[src/hdl/bpmr_pkg.sv]
`default_nettype none
package bpmr_pkg;
  // Field widths
  localparam int unsigned OFF_W   = 16;
  localparam int unsigned SLOT_W  = 8;
  localparam int unsigned CD_W    = 8;
  localparam int unsigned MAS_W   = 8;
  localparam int unsigned RND_W   = 16;

  // Start offset code that announces a halted relocation
  localparam logic [OFF_W-1:0]  HALT_OFF      = 16'hFFFF;

  // Reset values and LFSR feedback taps
  localparam logic [CD_W-1:0]   CD_RST        = 8'h00;
  localparam logic [OFF_W-1:0]  OFF_RST       = 16'h0000;
  localparam logic [SLOT_W-1:0] SLOT_RST      = 8'h00;
  localparam logic [MAS_W-1:0]  MAS_RST       = 8'h00;
  localparam logic [RND_W-1:0]  LFSR_SEED     = 16'hACE1;
  localparam logic [RND_W-1:0]  LFSR_TAPS     = 16'hB400;

  // Field positions in the random word
  localparam int unsigned RND_WAIT_LSB = 0;
  localparam int unsigned RND_SIG_LSB  = 8;

  // MAS slot size as a power of two, in microseconds
  localparam int unsigned MAS_SHIFT = 8;
endpackage
`default_nettype wire

[src/hdl/bpmr_lfsr.sv]
`default_nettype none
module bpmr_lfsr
  import bpmr_pkg::*;
(
  input  wire logic             mclk_in,
  input  wire logic             reset_in,
  output logic [RND_W-1:0]      rnd_out
);
  typedef struct packed {
    logic [RND_W-1:0] lfsr;
  } bpmr_lfsr_st_t;

  bpmr_lfsr_st_t s_q;
  bpmr_lfsr_st_t s_d;

  // Galois form, steps every clock so draws stay decorrelated
  always_comb begin
    s_d = s_q;
    if (s_q.lfsr[0]) begin
      s_d.lfsr = (s_q.lfsr >> 1) ^ LFSR_TAPS;
    end else begin
      s_d.lfsr = s_q.lfsr >> 1;
    end
  end

  always_ff @(posedge mclk_in or posedge reset_in) begin
    if (reset_in) begin
      s_q.lfsr <= LFSR_SEED;
    end else begin
      s_q <= s_d;
    end
  end

  assign rnd_out = s_q.lfsr;
endmodule
`default_nettype wire

[src/hdl/bpmr_merge.sv]
// Function
// - Reserve non-overlapping alien period, extra slot
// - Reservation tracks largest alien BP length
// - Start relocation within wait; not if switched
// - Listen during reserved alien slots
// - New switch: initial countdown, largest offset
// - New slot offset: zero or computed
// - Far alien start: recompute all fields
// - Near alien start: refresh, raise, count
// - Adopt neighbour switch next superframe
// - Adopted slot offset: zero or larger
// - Neighbour offset far beyond: copy all
// - Near neighbour, larger slot: copy all
// - Three conditions: copy offset, decrement
// - No update condition: hold, decrement countdown
// - Keep switch until move or halt
// - Halt when alien moves sooner
// - Halt element: max offset, zero, initial
// - Halt reaches zero: drop, keep slot
// - Countdown zero: shift start, drop elements
// - New slot prior plus offset, else join
// - Random signaling-slot delay after move
// - Extend BP length for alien switch
// - Aligned only within twice guard time
`default_nettype none
module bpmr_merge
  import bpmr_pkg::*;
#(
  parameter int unsigned GUARD_US   = 12,
  parameter int unsigned INIT_CD    = 3,
  parameter int unsigned SIG_SLOTS  = 2,
  parameter int unsigned MAX_BP_LEN = 96,
  parameter int unsigned WAIT_SF    = 16,
  parameter int unsigned SLOT_US    = 85
)
(
  input  wire logic                  mclk_in,
  input  wire logic                  reset_in,
  input  wire logic                  sf_end_in,
  input  wire logic                  normal_join_in,
  input  wire logic [SLOT_W-1:0]     own_slot_in,
  input  wire logic [SLOT_W-1:0]     own_bp_len_in,
  input  wire logic                  rx_valid_in,
  input  wire logic                  rx_sig_slot_in,
  input  wire logic                  rx_overlap_in,
  input  wire logic [OFF_W-1:0]      rx_start_diff_in,
  input  wire logic [SLOT_W-1:0]     rx_bp_len_in,
  input  wire logic [SLOT_W-1:0]     rx_high_slot_in,
  input  wire logic                  rx_has_switch_in,
  input  wire logic [CD_W-1:0]       rx_sw_cd_in,
  input  wire logic [OFF_W-1:0]      rx_sw_off_in,
  input  wire logic [SLOT_W-1:0]     rx_sw_slot_in,
  output logic                       drp_alien_en_out,
  output logic [MAS_W-1:0]           drp_alien_first_out,
  output logic [MAS_W-1:0]           drp_alien_count_out,
  output logic                       listen_alien_out,
  output logic                       reloc_active_out,
  output logic                       sw_present_out,
  output logic [CD_W-1:0]            sw_cd_out,
  output logic [OFF_W-1:0]           sw_off_out,
  output logic [SLOT_W-1:0]          sw_slot_out,
  output logic                       move_out,
  output logic [OFF_W-1:0]           move_adjust_out,
  output logic [SLOT_W-1:0]          move_slot_out,
  output logic                       move_join_out,
  output logic                       sig_hold_out,
  output logic [SLOT_W-1:0]          bp_len_out
);
  localparam logic [OFF_W:0]  GUARD2   = (OFF_W+1)'(2 * GUARD_US);
  localparam logic [CD_W-1:0] INIT_C   = CD_W'(INIT_CD);
  localparam logic [SLOT_W-1:0] SIGC   = SLOT_W'(SIG_SLOTS);
  localparam logic [SLOT_W-1:0] MAXBP  = SLOT_W'(MAX_BP_LEN);
  localparam logic [SLOT_W-1:0] WAIT1  = SLOT_W'(WAIT_SF);
  localparam logic [SLOT_W-1:0] WAIT15 = SLOT_W'((3 * WAIT_SF) / 2);

  typedef struct packed {
    logic              sw_on;
    logic              halting;
    logic [CD_W-1:0]   cd;
    logic [OFF_W-1:0]  off;
    logic [SLOT_W-1:0] slot;
    logic              drp_on;
    logic [MAS_W-1:0]  drp_first;
    logic [MAS_W-1:0]  drp_cnt;
    logic              pend;
    logic [SLOT_W-1:0] wait_sf;
    logic              reloc;
    logic [SLOT_W-1:0] ext_len;
    logic              a_seen;
    logic [OFF_W-1:0]  a_off;
    logic [SLOT_W-1:0] a_high;
    logic [SLOT_W-1:0] a_len;
    logic              a_sw;
    logic              a_sooner;
    logic              a_target;
    logic              n_seen;
    logic [CD_W-1:0]   n_cd;
    logic [OFF_W-1:0]  n_off;
    logic [SLOT_W-1:0] n_slot;
    logic              move;
    logic [OFF_W-1:0]  adj;
    logic [SLOT_W-1:0] new_slot;
    logic              join_n;
    logic              sig_pick;
    logic [SLOT_W-1:0] sig_lim;
    logic [SLOT_W-1:0] sig_wait;
  } bpmr_st_t;

  bpmr_st_t         s_q;
  bpmr_st_t         s_d;
  logic [RND_W-1:0] rnd;

  bpmr_lfsr u_rnd (
    .mclk_in  (mclk_in),
    .reset_in (reset_in),
    .rnd_out  (rnd)
  );

  // One plus highest occupied slot minus signaling slots, floored at 0
  function automatic logic [SLOT_W-1:0] slot_calc(
    input logic [SLOT_W-1:0] high
  );
    logic [SLOT_W:0] t;
    t = {1'b0, high} + (SLOT_W+1)'(1);
    if (t > {1'b0, SIGC}) begin
      slot_calc = SLOT_W'(t - {1'b0, SIGC});
    end else begin
      slot_calc = SLOT_RST;
    end
  endfunction

  function automatic logic [SLOT_W-1:0] max_slot(
    input logic [SLOT_W-1:0] a,
    input logic [SLOT_W-1:0] b
  );
    max_slot = (a > b) ? a : b;
  endfunction

  // Absolute difference of two offsets, one bit wider
  function automatic logic [OFF_W:0] off_dist(
    input logic [OFF_W-1:0] a,
    input logic [OFF_W-1:0] b
  );
    off_dist = (a > b) ? {1'b0, a} - {1'b0, b} : {1'b0, b} - {1'b0, a};
  endfunction

  logic              rx_aligned;
  logic              rx_alien;
  logic [OFF_W-1:0]  neg_diff;
  logic [SLOT_W-1:0] a_slot;
  logic [SLOT_W-1:0] n_slot_new;
  logic [OFF_W+8:0]  a_end_us;
  logic [SLOT_W:0]   ext_sum;

  always_comb begin
    neg_diff   = OFF_W'(~rx_start_diff_in + OFF_W'(1));
    // Wrap-aware, the diff is modulo one superframe
    rx_aligned = ({1'b0, rx_start_diff_in} < GUARD2) ||
                 ({1'b0, neg_diff} < GUARD2);
    // Signaling-slot beacons are never alien
    rx_alien   = rx_valid_in && !rx_aligned && !rx_sig_slot_in;
    a_slot     = normal_join_in ? SLOT_RST : slot_calc(s_q.a_high);
    n_slot_new = normal_join_in ? SLOT_RST :
                 max_slot(slot_calc(s_q.a_high), s_q.n_slot);
    a_end_us   = (OFF_W+9)'(s_q.a_off) +
                 (OFF_W+9)'(s_q.a_len) * (OFF_W+9)'(SLOT_US);
    ext_sum    = {1'b0, rx_sw_slot_in} + {1'b0, rx_bp_len_in};
  end

  always_comb begin
    s_d      = s_q;
    s_d.move = 1'b0;

    if (sf_end_in) begin
      // Alien reservation, refreshed each superframe that saw a non-overlapping alien beacon
      if (s_q.a_seen) begin
        s_d.drp_on    = 1'b1;
        s_d.drp_first = MAS_W'(s_q.a_off >> MAS_SHIFT);
        // Whole MAS span, boundary mismatch adds a slot
        s_d.drp_cnt   = MAS_W'((a_end_us - (OFF_W+9)'(1)) >> MAS_SHIFT)
                        - MAS_W'(s_q.a_off >> MAS_SHIFT)
                        + MAS_W'(1);
        // A switched alien period never opens the wait
        if (!s_q.pend && !s_q.reloc && !s_q.a_sw) begin
          s_d.pend    = 1'b1;
          // Random start inside the allowed window
          s_d.wait_sf = SLOT_W'(rnd[RND_WAIT_LSB +: SLOT_W]) %
                        (s_q.a_off[OFF_W-1] ? WAIT15 : WAIT1);
        end
      end
      if (s_q.pend && !s_q.reloc) begin
        if (s_q.a_sw) begin
          s_d.pend = 1'b0;
        end else if (s_q.wait_sf == SLOT_RST) begin
          s_d.reloc = 1'b1;
        end else begin
          s_d.wait_sf = s_q.wait_sf - SLOT_W'(1);
        end
      end

      if (s_q.sw_on && s_q.cd == CD_RST) begin
        s_d.sw_on   = 1'b0;
        s_d.halting = 1'b0;
        s_d.reloc   = 1'b0;
        s_d.pend    = 1'b0;
        s_d.drp_on  = 1'b0;
        s_d.ext_len = SLOT_RST;
        if (!s_q.halting) begin
          s_d.move     = 1'b1;
          s_d.adj      = s_q.off;
          s_d.new_slot = own_slot_in + s_q.slot;
          s_d.join_n   = (s_q.slot == SLOT_RST) ||
                         ({1'b0, own_slot_in} + {1'b0, s_q.slot} >=
                          {1'b0, MAXBP});
          s_d.sig_pick = 1'b1;
          s_d.sig_lim  = own_bp_len_in;
        end
        // Halted: slot and sync untouched, element dropped
      end else if (s_q.sw_on && s_q.a_sooner && !s_q.halting) begin
        s_d.halting = 1'b1;
        s_d.off     = HALT_OFF;
        s_d.slot    = SLOT_RST;
        s_d.cd      = INIT_C;
      end else if (s_q.n_seen && !s_q.sw_on) begin
        s_d.sw_on = 1'b1;
        s_d.cd    = s_q.n_cd;
        s_d.off   = s_q.n_off;
        s_d.slot  = n_slot_new;
      end else if (s_q.n_seen &&
                   ({1'b0, s_q.n_off} > {1'b0, s_q.off} + GUARD2 ||
                    (off_dist(s_q.n_off, s_q.off) < GUARD2 &&
                     s_q.n_slot > s_q.slot))) begin
        s_d.cd   = s_q.n_cd;
        s_d.off  = s_q.n_off;
        s_d.slot = n_slot_new;
      end else if (s_q.n_seen && off_dist(s_q.n_off, s_q.off) < GUARD2 &&
                   !s_q.a_target && s_q.n_cd < s_q.cd) begin
        s_d.off = s_q.n_off;
        s_d.cd  = s_q.cd - CD_W'(1);
      end else if (s_q.a_seen && s_q.reloc && !s_q.sw_on) begin
        s_d.sw_on = 1'b1;
        s_d.cd    = INIT_C;
        s_d.off   = s_q.a_off;
        s_d.slot  = a_slot;
      end else if (s_q.a_seen && s_q.reloc &&
                   {1'b0, s_q.a_off} > {1'b0, s_q.off} + GUARD2) begin
        s_d.cd   = INIT_C;
        s_d.off  = s_q.a_off;
        s_d.slot = a_slot;
      end else if (s_q.a_seen && s_q.reloc &&
                   off_dist(s_q.a_off, s_q.off) < GUARD2) begin
        s_d.off = s_q.a_off;
        if (a_slot > s_q.slot) begin
          s_d.slot = a_slot;
          s_d.cd   = INIT_C;
        end else begin
          s_d.cd = s_q.cd - CD_W'(1);
        end
      end else if (s_q.sw_on) begin
        s_d.cd = s_q.cd - CD_W'(1);
      end

      // Signaling-slot delay counts whole superframes
      if (!s_q.sig_pick && s_q.sig_wait != SLOT_RST) begin
        s_d.sig_wait = s_q.sig_wait - SLOT_W'(1);
      end

      // Per-superframe observations start afresh
      s_d.a_seen   = 1'b0;
      s_d.a_off    = OFF_RST;
      s_d.a_high   = SLOT_RST;
      s_d.a_len    = SLOT_RST;
      s_d.a_sw     = 1'b0;
      s_d.a_sooner = 1'b0;
      s_d.a_target = 1'b0;
      s_d.n_seen   = 1'b0;
    end

    // Rejection draw keeps the delay uniform over 0..limit
    if (s_q.sig_pick && !s_d.move) begin
      if (rnd[RND_SIG_LSB +: SLOT_W] <= s_q.sig_lim) begin
        s_d.sig_wait = rnd[RND_SIG_LSB +: SLOT_W];
        s_d.sig_pick = 1'b0;
      end
    end

    if (rx_alien && !rx_overlap_in) begin
      s_d.a_seen = 1'b1;
      if (!s_d.a_seen || rx_start_diff_in > s_d.a_off) begin
        s_d.a_off = rx_start_diff_in;
      end
      s_d.a_high = max_slot(s_d.a_high, rx_high_slot_in);
      s_d.a_len  = max_slot(s_d.a_len, rx_bp_len_in);
      if (off_dist(rx_start_diff_in, s_q.off) < GUARD2) begin
        s_d.a_target = 1'b1;
      end
    end
    if (rx_alien && rx_has_switch_in) begin
      s_d.a_sw = 1'b1;
      if (s_q.sw_on && rx_sw_cd_in < s_q.cd) begin
        s_d.a_sooner = 1'b1;
      end
      if (rx_sw_slot_in != SLOT_RST) begin
        // Extension never shrinks until countdown zero clears it, and stops at the maximum
        s_d.ext_len = max_slot(s_q.ext_len,
                      (ext_sum > {1'b0, MAXBP}) ? MAXBP
                                                : SLOT_W'(ext_sum));
      end
    end
    if (rx_valid_in && rx_aligned && rx_has_switch_in) begin
      // Keep the farthest move heard; larger slot breaks ties
      if (!s_d.n_seen || rx_sw_off_in > s_d.n_off ||
          (rx_sw_off_in == s_d.n_off && rx_sw_slot_in > s_d.n_slot)) begin
        s_d.n_cd   = rx_sw_cd_in;
        s_d.n_off  = rx_sw_off_in;
        s_d.n_slot = rx_sw_slot_in;
      end
      s_d.n_seen = 1'b1;
    end
  end

  always_ff @(posedge mclk_in or posedge reset_in) begin
    if (reset_in) begin
      s_q <= '0;
    end else begin
      s_q <= s_d;
    end
  end

  assign drp_alien_en_out    = s_q.drp_on;
  assign drp_alien_first_out = s_q.drp_first;
  assign drp_alien_count_out = s_q.drp_cnt;
  assign listen_alien_out    = s_q.drp_on;
  assign reloc_active_out    = s_q.reloc;
  assign sw_present_out      = s_q.sw_on;
  assign sw_cd_out           = s_q.cd;
  assign sw_off_out          = s_q.off;
  assign sw_slot_out         = s_q.slot;
  assign move_out            = s_q.move;
  assign move_adjust_out     = s_q.adj;
  assign move_slot_out       = s_q.new_slot;
  assign move_join_out       = s_q.join_n;
  assign sig_hold_out        = s_q.sig_pick || (s_q.sig_wait != SLOT_RST);
  assign bp_len_out          = max_slot(own_bp_len_in, s_q.ext_len);
endmodule
`default_nettype wire

[config.mk]
export PLATFORM = sky130hd
export DESIGN_NAME = bpmr_merge
export DESIGN_NICKNAME = d
export VERILOG_FILES = /design/src/hdl/bpmr_pkg.sv /design/src/hdl/bpmr_lfsr.sv /design/src/hdl/bpmr_merge.sv
export SDC_FILE = /design/constraint.sdc
export NUM_CORES = 1
export LEC_CHECK = 0
export BUFFER_PORTS_ARGS = -buffer_cell sky130_fd_sc_hd__buf_2
export CAP_MARGIN = 10
export CELL_PAD_IN_SITES_DETAIL_PLACEMENT = 1
export CELL_PAD_IN_SITES_GLOBAL_PLACEMENT = 2
export CORE_MARGIN = 2
export CORE_UTILIZATION = 34
export CTS_CLUSTER_DIAMETER = 200
export DETAILED_ROUTE_END_ITERATION = 8
export GPL_TIMING_DRIVEN = 1
export PLACE_DENSITY = 0.86
export REMOVE_ABC_BUFFERS = 1
export SKIP_CTS_REPAIR_TIMING = 1
export SLEW_MARGIN = 20
export SYNTH_ARGS = -nofsm -noshare
export SYNTH_HDL_FRONTEND = slang
export SYNTH_SLANG_ARGS = --single-unit
[constraint.sdc]
create_clock -name mclk_in -period 6 [get_ports mclk_in]
set_input_delay 0.3 -clock mclk_in [delete_from_list [all_inputs] [get_ports mclk_in]]
set_output_delay 0.3 -clock mclk_in [all_outputs]
set_load 0.1 [all_outputs]
# == After elaboration in Yosys (flattened, before gate mapping) ==
# Index checks and enable logic that the tools add are counted.
# op_classes
n_addsub,20
n_mul,1
div,1
magnitude_cmp,26
eq_ne,7
mux,62
n_bitwise,4
n_reduce_logical,70
# ops
cell,count
32-bit two-way mux,6
8-bit two-way mux,20
16-bit by 16-bit subtractor with 17-bit output,6
16-bit > comparator,5
35-bit two-way mux,2
33-bit two-way mux,2
8-bit > comparator,8
17-bit by 5-bit less-than comparator with 1-bit output (second input constant),3
17-bit two-way mux,3
24-bit two-way mux,2
45-bit two-way mux,1
43-bit two-way mux,1
16-bit by 17-bit > comparator with 1-bit output,2
16-bit by 5-bit less-than comparator with 1-bit output (second input constant),2
16-bit two-way mux,2
9-bit two-way mux,3
1-bit logical AND,26
26-bit two-way mux,1
8-bit logical NOT,3
8-bit nonzero test,3
8-bit by 1-bit subtractor with 8-bit output (second input constant),3
8-bit by 8-bit adder with 9-bit output,2
16-bit by 5-bit adder with 17-bit output (second input constant),1
16-bit by 1-bit adder with 16-bit output (second input constant),1
36 further kinds,83
# word_totals
reg_bits,197
input_bits,88
output_inout_bits,87
wordCells,222

# == Logic depth before layout (Yosys ltp) ==
# Gate-level depths: netlist of run 1.
# depth
depth_word,16
mapped_depth,28

# == By module ==
# Synthesis of run 1 repeated with hierarchy kept, for this count alone.
# hier_totals
cells_unflattened,2380
hier_area_um2,20696.1
# by_module_without_submodules
module,n_inst,cells_per_inst,area_each_um2,seq_area_each_um2
bpmr_merge,1,2347,20158.1,4529.3
bpmr_lfsr,1,33,538.0,410.4

# == Least setup slack after synthesis of run 1 ==
# No wires, ideal clock.
# synth_timing
kind,register -> register
from,register s_q[98] (netlist name)
to,register s_q (netlist bit drp_alien_count_out[7])
setup_ns,0.136
arrival_time_ns,5.626
t_required_ns,5.864
slack_ns,0.238
stages_incl_launch_ff,25
path_buffers,0
cell_sequence,dfrtp_1 > ha_1 > ha_1 > fa_1 > inv_1 > fa_1 > inv_1 > ha_1 > and4b_1 > o21a_1 > o21a_1 > o21a_1 > o21a_1 > o21a_1 > nor2_1 > o21ai_0 > and4_1 > a2111oi_0 > xnor2_1 > ha_1 > ha_1 > a21oi_1 > xnor2_1 > xnor2_1 > o21ai_0
# synth_between
elab_chain_len,4
# synth_lines
element,line_no,source
"start, declared",bpmr_merge.sv:109,bpmr_st_t s_q;
"start signal, assigned",bpmr_merge.sv:324,s_q <= '0;
"start signal, assigned",bpmr_merge.sv:326,s_q <= s_d;
16-bit by 15-bit adder with 16-bit output,bpmr_merge.sv:165,a_end_us = (OFF_W+9)'(s_q.a_off) +
16-bit by 1-bit subtractor with 16-bit output,bpmr_merge.sv:180,s_d.drp_cnt = MAS_W'((a_end_us - (OFF_W+9)'(1)) >> MAS_SHIFT)
8-bit subtractor,bpmr_merge.sv:181,- MAS_W'(s_q.a_off >> MAS_SHIFT)
8-bit by 1-bit adder with 8-bit output,bpmr_merge.sv:182,+ MAS_W'(1);
# Every way passes these cells.
# A chain may end at the register's enable or synchronous reset.

# == Worst setup path after layout of run 1 ==
# layout_timing
from,register s_q[82] (netlist name)
to,register s_q (netlist bit drp_alien_count_out[7])
# layout_between
elab_chain_len,5
# layout_lines
element,line_no,source
8-bit by 7-bit multiplier with 15-bit output,bpmr_merge.sv:166,(OFF_W+9)'(s_q.a_len) * (OFF_W+9)'(SLOT_US);
16-bit by 15-bit adder with 16-bit output,bpmr_merge.sv:165,
16-bit by 1-bit subtractor with 16-bit output,bpmr_merge.sv:180,
8-bit subtractor,bpmr_merge.sv:181,
8-bit by 1-bit adder with 8-bit output,bpmr_merge.sv:182,
# Every way passes these cells.

==> results.toml, run 1 <==
[outcome]
status = "finished, final reports clean"

[floorplan]
ports = 175
core_box_area_mm2 = 0.05880
initial_core_util_pct = 34.20
dieWidth_um = 247.2
std_cell_rows = 89
dieHeight_um = 247.2
floorplan.die_area_mm2 = 0.06110

[clocking]
worst_setup_hold_path_clk_slew_ps = 90
number_of_buffers_created_by_cts = 17
clock_tree.root_cell = "sky130_fd_sc_hd__clkbuf_16"
ctsHtreeMaxLevel = 4
numClockSinks = 197
tritoncts = "done"
worstSkewPairLatency_ps = 530
cts.path.max_buffers = 2

[synth]
synth_common_cells = "sky130_fd_sc_hd__ha_1 (322), sky130_fd_sc_hd__inv_1 (213), sky130_fd_sc_hd__nand2_1 (194)"
synth_cell_type_count = 90
synth_compound_area_share_pct = 19.48
main_combinational_cell_family_by_area_after_synthesis = "adder cells"
synth.area.top_cells = "sky130_fd_sc_hd__dfrtp_1 (24%), sky130_fd_sc_hd__ha_1 (20%), sky130_fd_sc_hd__o21ai_0 (4.7%)"
syn_area_per_cell_um2 = 8.634
fraction_of_the_mapped_netlist_area_in_adder_cells_pct = 23.32
synth_simple_gate_area_share_pct = 15.23
ffs_w_async_s_r_synth_pct = 100.0
most_common_cell_in_the_synthesized_netlist = "sky130_fd_sc_hd__ha_1"
synth-xor-area-share_pct = 3.702
library_cell_with_the_largest_summed_area_after_synthesis = "sky130_fd_sc_hd__dfrtp_1"
ys.flop_type = "sky130_fd_sc_hd__dfrtp_1"
synthesis.instances = 2329
yosysWarningCount = 0
ys_seq_area_share_pct = 24.57
post-synth-top-area-fraction_pct = 23.52
mappedNetlistArea_mm2 = 0.02011
synth-seq-cells = 197
synth.mux.area_fraction_pct = 5.283
synth-edff-count = 0

[global_routing]
grt_pass1_wl_um = 107800
grt_overflow_total = 0
gr-max-usage-layer = "met2"
first_global_vias = 19145
met1_usage_pct = 28.31
gr-usage-met2_pct = 39.65
grt_antenna_before_repair = 6
grt_max_degree = 88
grt.total_usage_pct = 22.84
global_route.usage.met3_pct = 3.777

[routing]
avgViaCountPerCell = 5.516
num_vias = 17785
drt-pass1-iter-count = 5
wl_um = 68910
drt-wirelength-per-cell_um = 21.37
detail-route-antenna-nets = 0
detail_route.iter0.violations = 1040
drcViolationCount = 0

[power_and_ir_drop]
vdd_ir_drop_max_mv = 0.2905
p_per_area_mw_per_mm2 = 475.3
p_total_w = 0.01062
p_int_w = 0.004643
power.combinational.fraction_pct = 69.5
p_leak_nw = 10.73
switching_share_pct = 56.26
power.sequential.fraction_pct = 18.1
pwr-share-clk_pct = 12.4
total_switching_power_w = 0.005972

[worst_setup_path]
largest_stage_delay_on_the_critical_path_ps = 530
crit_fanout = 3
worst_ep_arrival_time_ps = 6300
type_of_element_capturing_the_critical_path = "register"
worstSetupPathType = "reg -> reg"
worst_setup_path_start_kind = "register"
timing.critical_path.slowest_stage_cell = "sky130_fd_sc_hd__fa_1"
critPathRequiredTime_ps = 6390

[run]
drv.max_cap_violation_count = 0

[final_layout]
final_nets = 2880
fillers = 6988
final_area_mm2 = 0.02233
drive_gt1_share_pct = 15.18
final_core_utilization_pct = 37.98
area_growth_pct = 11.06

[placement]
routabilityCongestion = 0.8948
placed_area_mm2 = 0.02155
dpl.hpwl_um = 55220
placement.io_buffers = 174

[timing]
max_slew_margin_pct = 24.36
timing_max_transition_violations_final = 0
timing_worst_slew_pin_value_ps = 1130
setup-tns-final_ps = 0
hold_violations = 0
max_freq_ghz = 0.1693
timing.final.setup_violations = 0
final.period_utilization_pct = 98.46
final.setup_skew_ps = 21.57
layout_min_cycle_time_ps = 5908

[hold_path]
hold_class = "in -> reg"
## cell type report
| class | count | area [um2] | area share, % |
|---|---|---|---|
| multi-input cells | 1771 | 13590 | 60.84 |
| flip-flops and latches | 197 | 4940 | 22.12 |
| repair buffers | 236 | 1371 | 6.140 |
| well taps | 773 | 967.2 | 4.331 |
| inverters | 214 | 810.8 | 3.630 |
| clock buffers | 17 | 425.4 | 1.905 |
| clock inverters | 15 | 229.0 | 1.025 |
| diodes | 1 | 2.502 | 0.01121 |
## metal layers
| metal | wire (um) | vias up |
|---|---|---|
| met5 | 56 | - |
| met1 | 30470 | 8924 |
| li1 | - | 8419 |
| met4 | 2077 | 8 |
| met3 | 2508 | 113 |
| met2 | 33800 | 321 |
## per-stage QoR
stage / hold slack [ps] / setup slack [ps] / cells
finish: 20.18 / 92.40 / 3224
detailed placement: 362.7 / -136.2 / 3187
floorplan: 348.8 / 221.3 / 2182
CTS: -126.7 / -144.7 / 3219
global placement: 361.1 / 8.353 / 3187
global route: 25.97 / -147.9 / 3224
## sequential cells by signal, indices dropped and copies added (netlist names), 8 cells and up
signal	cells
s_q	104
drp_alien_count_out	8
move_slot_out	8
u_rnd.rnd_out	16
move_adjust_out	16
drp_alien_first_out	8
sw_off_out	16
sw_cd_out	8
sw_slot_out	8
## critical path: cells and delay by family (launching register included)
kind	cells	cell delay [ps]
AND/OR/NAND/NOR	3	560
XOR/XNOR	6	980
adder cells (fa/ha/maj)	6	2010
AO/OA/AOI/OAI	8	1510
buffers and inverters	3	310
flip-flops	1	420
## cell families (layout without fill, tap and decap cells)
kind of cell             after synthesis  count (layout)
adder cells (fa/ha/maj)              355             355
XOR/XNOR                              85              85
buffers and inverters                361             482
flip-flops                           197             197
AND/OR/NAND/NOR                      612             612
other                                  1               2
multiplexers                         100             100
AO/OA/AOI/OAI                        618             618
## placed cells by master (no fill, tap or decap), drive strengths merged, types with 17 or more instances in the layout
cell type  count
buf          235
mux2          49
xor2          32
a21o          52
inv          225
o21ai        193
o21a          35
dfrtp        189
ha           322
a21oi        147
mux2i         51
xnor2         53
nor2         118
nand2        195
nor3          40
nor2b         46
nand4         44
o21bai        22
fa            33
nand3         42
a31oi         30
nand2b        35
clkbuf        17
and2          18
## worst paths after layout
kind,end,slack (ps),from,cells past startpoint
max,drp_alien_count_out[7]$_DFFE_PP0P_,90,s_q[82]$_DFF_PP0_,26
min,s_q[15]$_DFFE_PP0P_,20,own_bp_len_in[7],3
max reg2reg,drp_alien_count_out[7]$_DFFE_PP0P_,90,s_q[82]$_DFF_PP0_,26
min reg2reg,u_rnd.rnd_out[5]$_DFF_PP1_,380,u_rnd.rnd_out[6]$_DFF_PP1_,0
max in group asynchronous,move_adjust_out[14]$_DFFE_PP0P_,4290,reset_in,4
min in group asynchronous,move_slot_out[3]$_DFFE_PP0P_,400,reset_in,3
## power by group through the flow
stage / Clock [W] / Combinational [W] / Sequential (W)
detailed placement: 0 / 0.00716 / 0.00194
floorplan: 0 / 0.00396 / 0.00317
global placement: 0 / 0.00697 / 0.00192
CTS: 0.00136 / 0.00722 / 0.00192
finish: 0.00132 / 0.00738 / 0.00192
global route: 0.00140 / 0.00801 / 0.00196
Note: power is estimated with default switching activity, not from simulation.
==> run 2: changes to the inputs <==
- CORE_UTILIZATION: 34 -> 35
- PLACE_DENSITY: 0.86 -> 0.84
- clock period: 6 -> 7.5 ns (I/O delays scaled with it)
==> results.toml, run 2 (synthesized netlist as in run 1, its figures left out) <==
[final_layout]
largest_register_ff_count = 104
layout.cells.most_common = "sky130_fd_sc_hd__ha_1"
n_antenna_cell = 0
final_area_mm2 = 0.02181
drive_gt1_share_pct = 13.11
final_nets = 2832
area_growth_pct = 8.456
fillers = 6823
final_core_utilization_pct = 38.53
mostFrequentLayoutCells = "sky130_fd_sc_hd__ha_1 (322), sky130_fd_sc_hd__inv_1 (212), sky130_fd_sc_hd__nand2_1 (194)"
largest-register = "s_q"

[routing]
drt-pass1-iter-count = 5
drt-wirelength-per-cell_um = 21.87
detail-route-antenna-nets = 0
drcViolationCount = 0
num_vias = 17694
detail_route.iter0.violations = 925
wl_um = 69070
avgViaCountPerCell = 5.603

[timing]
setup-tns-final_ps = 0
final.period_utilization_pct = 84.31
grt_setup_unrepaired = "no"
layout_min_cycle_time_ps = 6324
timing.final.setup_violations = 0
max_freq_ghz = 0.1581
timing_max_transition_violations_final = 0
max_slew_margin_pct = 34.86
final.setup_skew_ps = 17.73
hold_violations = 0
timing_worst_slew_pin_value_ps = 977.1

[clocking]
ctsHtreeMaxLevel = 4
tritoncts = "done"
numClockSinks = 197
worst_setup_hold_path_clk_slew_ps = 80
clock_tree.root_cell = "sky130_fd_sc_hd__clkbuf_16"
number_of_buffers_created_by_cts = 17
worstSkewPairLatency_ps = 520
cts.path.max_buffers = 2

[worst_setup_path]
type_of_element_capturing_the_critical_path = "register"
worst_setup_path_start_kind = "register"
crit_fanout = 6
critPathRequiredTime_ps = 7890
worst_ep_arrival_time_ps = 6710
worstSetupPathType = "reg -> reg"

[global_routing]
grt_max_degree = 136
grt_antenna_before_repair = 0
grt.total_usage_pct = 23.27
first_global_vias = 18683
grt_overflow_total = 0
grt_pass1_wl_um = 107900

[placement]
routabilityCongestion = 0.9193
placement.io_buffers = 174
placed_area_mm2 = 0.02118
dpl.hpwl_um = 55090

[outcome]
status = "finished, final reports clean"

[floorplan]
floorplan.die_area_mm2 = 0.05938
core_box_area_mm2 = 0.05660
dieHeight_um = 243.7
dieWidth_um = 243.7
ports = 175
initial_core_util_pct = 35.52
std_cell_rows = 87

[power_and_ir_drop]
p_leak_nw = 10.46
vdd_ir_drop_max_mv = 0.2389
p_per_area_mw_per_mm2 = 377.1
p_total_w = 0.008225

[hold_path]
hold_class = "in -> async"

[run]
drv.max_cap_violation_count = 0
==> run 2: cell count changes in the layout (fill, tap and decap cells not counted), moves of 2 or more <==
cell	before	now
sky130_fd_sc_hd__buf_4	59	13
sky130_fd_sc_hd__inv_16	2	0
sky130_fd_sc_hd__clkinvlp_4	0	2
sky130_fd_sc_hd__clkinv_4	0	2
sky130_fd_sc_hd__inv_12	5	2
sky130_fd_sc_hd__ha_1	318	322
sky130_fd_sc_hd__ha_4	3	0
sky130_fd_sc_hd__a21oi_2	3	1
sky130_fd_sc_hd__inv_6	1	3
sky130_fd_sc_hd__a21oi_1	144	146
==> run 2: worst max-delay path: stages, from the launching register on <==
cell and delay [ps]:
sky130_fd_sc_hd__dfrtp_1 460, sky130_fd_sc_hd__ha_1 320, sky130_fd_sc_hd__ha_1 310, sky130_fd_sc_hd__fa_1 480, sky130_fd_sc_hd__inv_1 60, sky130_fd_sc_hd__fa_1 530, sky130_fd_sc_hd__inv_1 50, sky130_fd_sc_hd__ha_1 270
sky130_fd_sc_hd__and4b_1 170, sky130_fd_sc_hd__o21a_1 180, sky130_fd_sc_hd__o21a_1 170, sky130_fd_sc_hd__o21a_1 170, sky130_fd_sc_hd__o21a_1 180, sky130_fd_sc_hd__o21a_1 180, sky130_fd_sc_hd__nor2_1 210, sky130_fd_sc_hd__o21ai_0 220
sky130_fd_sc_hd__and4_1 250, sky130_fd_sc_hd__a2111oi_0 620, sky130_fd_sc_hd__xnor2_1 200, sky130_fd_sc_hd__ha_1 250, sky130_fd_sc_hd__ha_1 330, sky130_fd_sc_hd__a21oi_1 210, sky130_fd_sc_hd__xnor2_1 170, sky130_fd_sc_hd__xnor2_1 140
sky130_fd_sc_hd__o21ai_0 80
==> run 2: final cells by class <==
| class | count | area, um2 | area share, % |
|---|---|---|---|
| repair buffers | 188 | 996.0 | 4.567 |
| clock inverters | 15 | 173.9 | 0.7975 |
| clock buffers | 17 | 425.4 | 1.951 |
| flip-flops and latches | 197 | 4940 | 22.65 |
| well taps | 756 | 945.9 | 4.337 |
| inverters | 214 | 810.8 | 3.718 |
| multi-input cells | 1771 | 13520 | 61.98 |
==> run 2: worst paths after layout <==
| check | start | end | slack, ps | cells past startpoint |
|---|---|---|---|---|
| min reg2reg | u_rnd.rnd_out[1]$_DFF_PP0_ | u_rnd.rnd_out[0]$_DFF_PP1_ | 380 | 0 |
| max reg2reg | s_q[98]$_DFF_PP0_ | drp_alien_count_out[7]$_DFFE_PP0P_ | 1180 | 24 |
| min in group mclk_in | rx_sw_cd_in[0] | s_q[67]$_DFFE_PP0P_ | 100 | 2 |
| max in group asynchronous | reset_in | drp_alien_first_out[1]$_DFFE_PP0P_ | 5960 | 3 |
| max | s_q[98]$_DFF_PP0_ | drp_alien_count_out[7]$_DFFE_PP0P_ | 1180 | 24 |
| min | reset_in | move_slot_out[0]$_DFFE_PP0P_ | 100 | 2 |
==> run 2: power by group <==
part / internal [W] / switching [W]
clock network: 0.000451 / 0.000527
logic: 0.00180 / 0.00380
registers: 0.00129 / 0.000356
==> run 2: stage by stage <==
| step | setup WS [ps] | instances | hold slack (ps) |
|---|---|---|---|
| global route | 792.7 | 3158 | 84.21 |
| finish | 1176 | 3158 | 95.41 |
| floorplan | 1721 | 2182 | 348.8 |
| global placement | 1257 | 3125 | 364.1 |
| CTS | 1148 | 3157 | 72.07 |
| detailed placement | 1179 | 3125 | 365.6 |
==> run 2: routing by layer <==
layer  wire length, um  GRT usage, %  up-vias
met4              1893         7.676        0
li1                  -             -     8332
met5                 0             0        -
met1             31140         29.91     8953
met3              2351         2.897       79
met2             33690         40.27      330
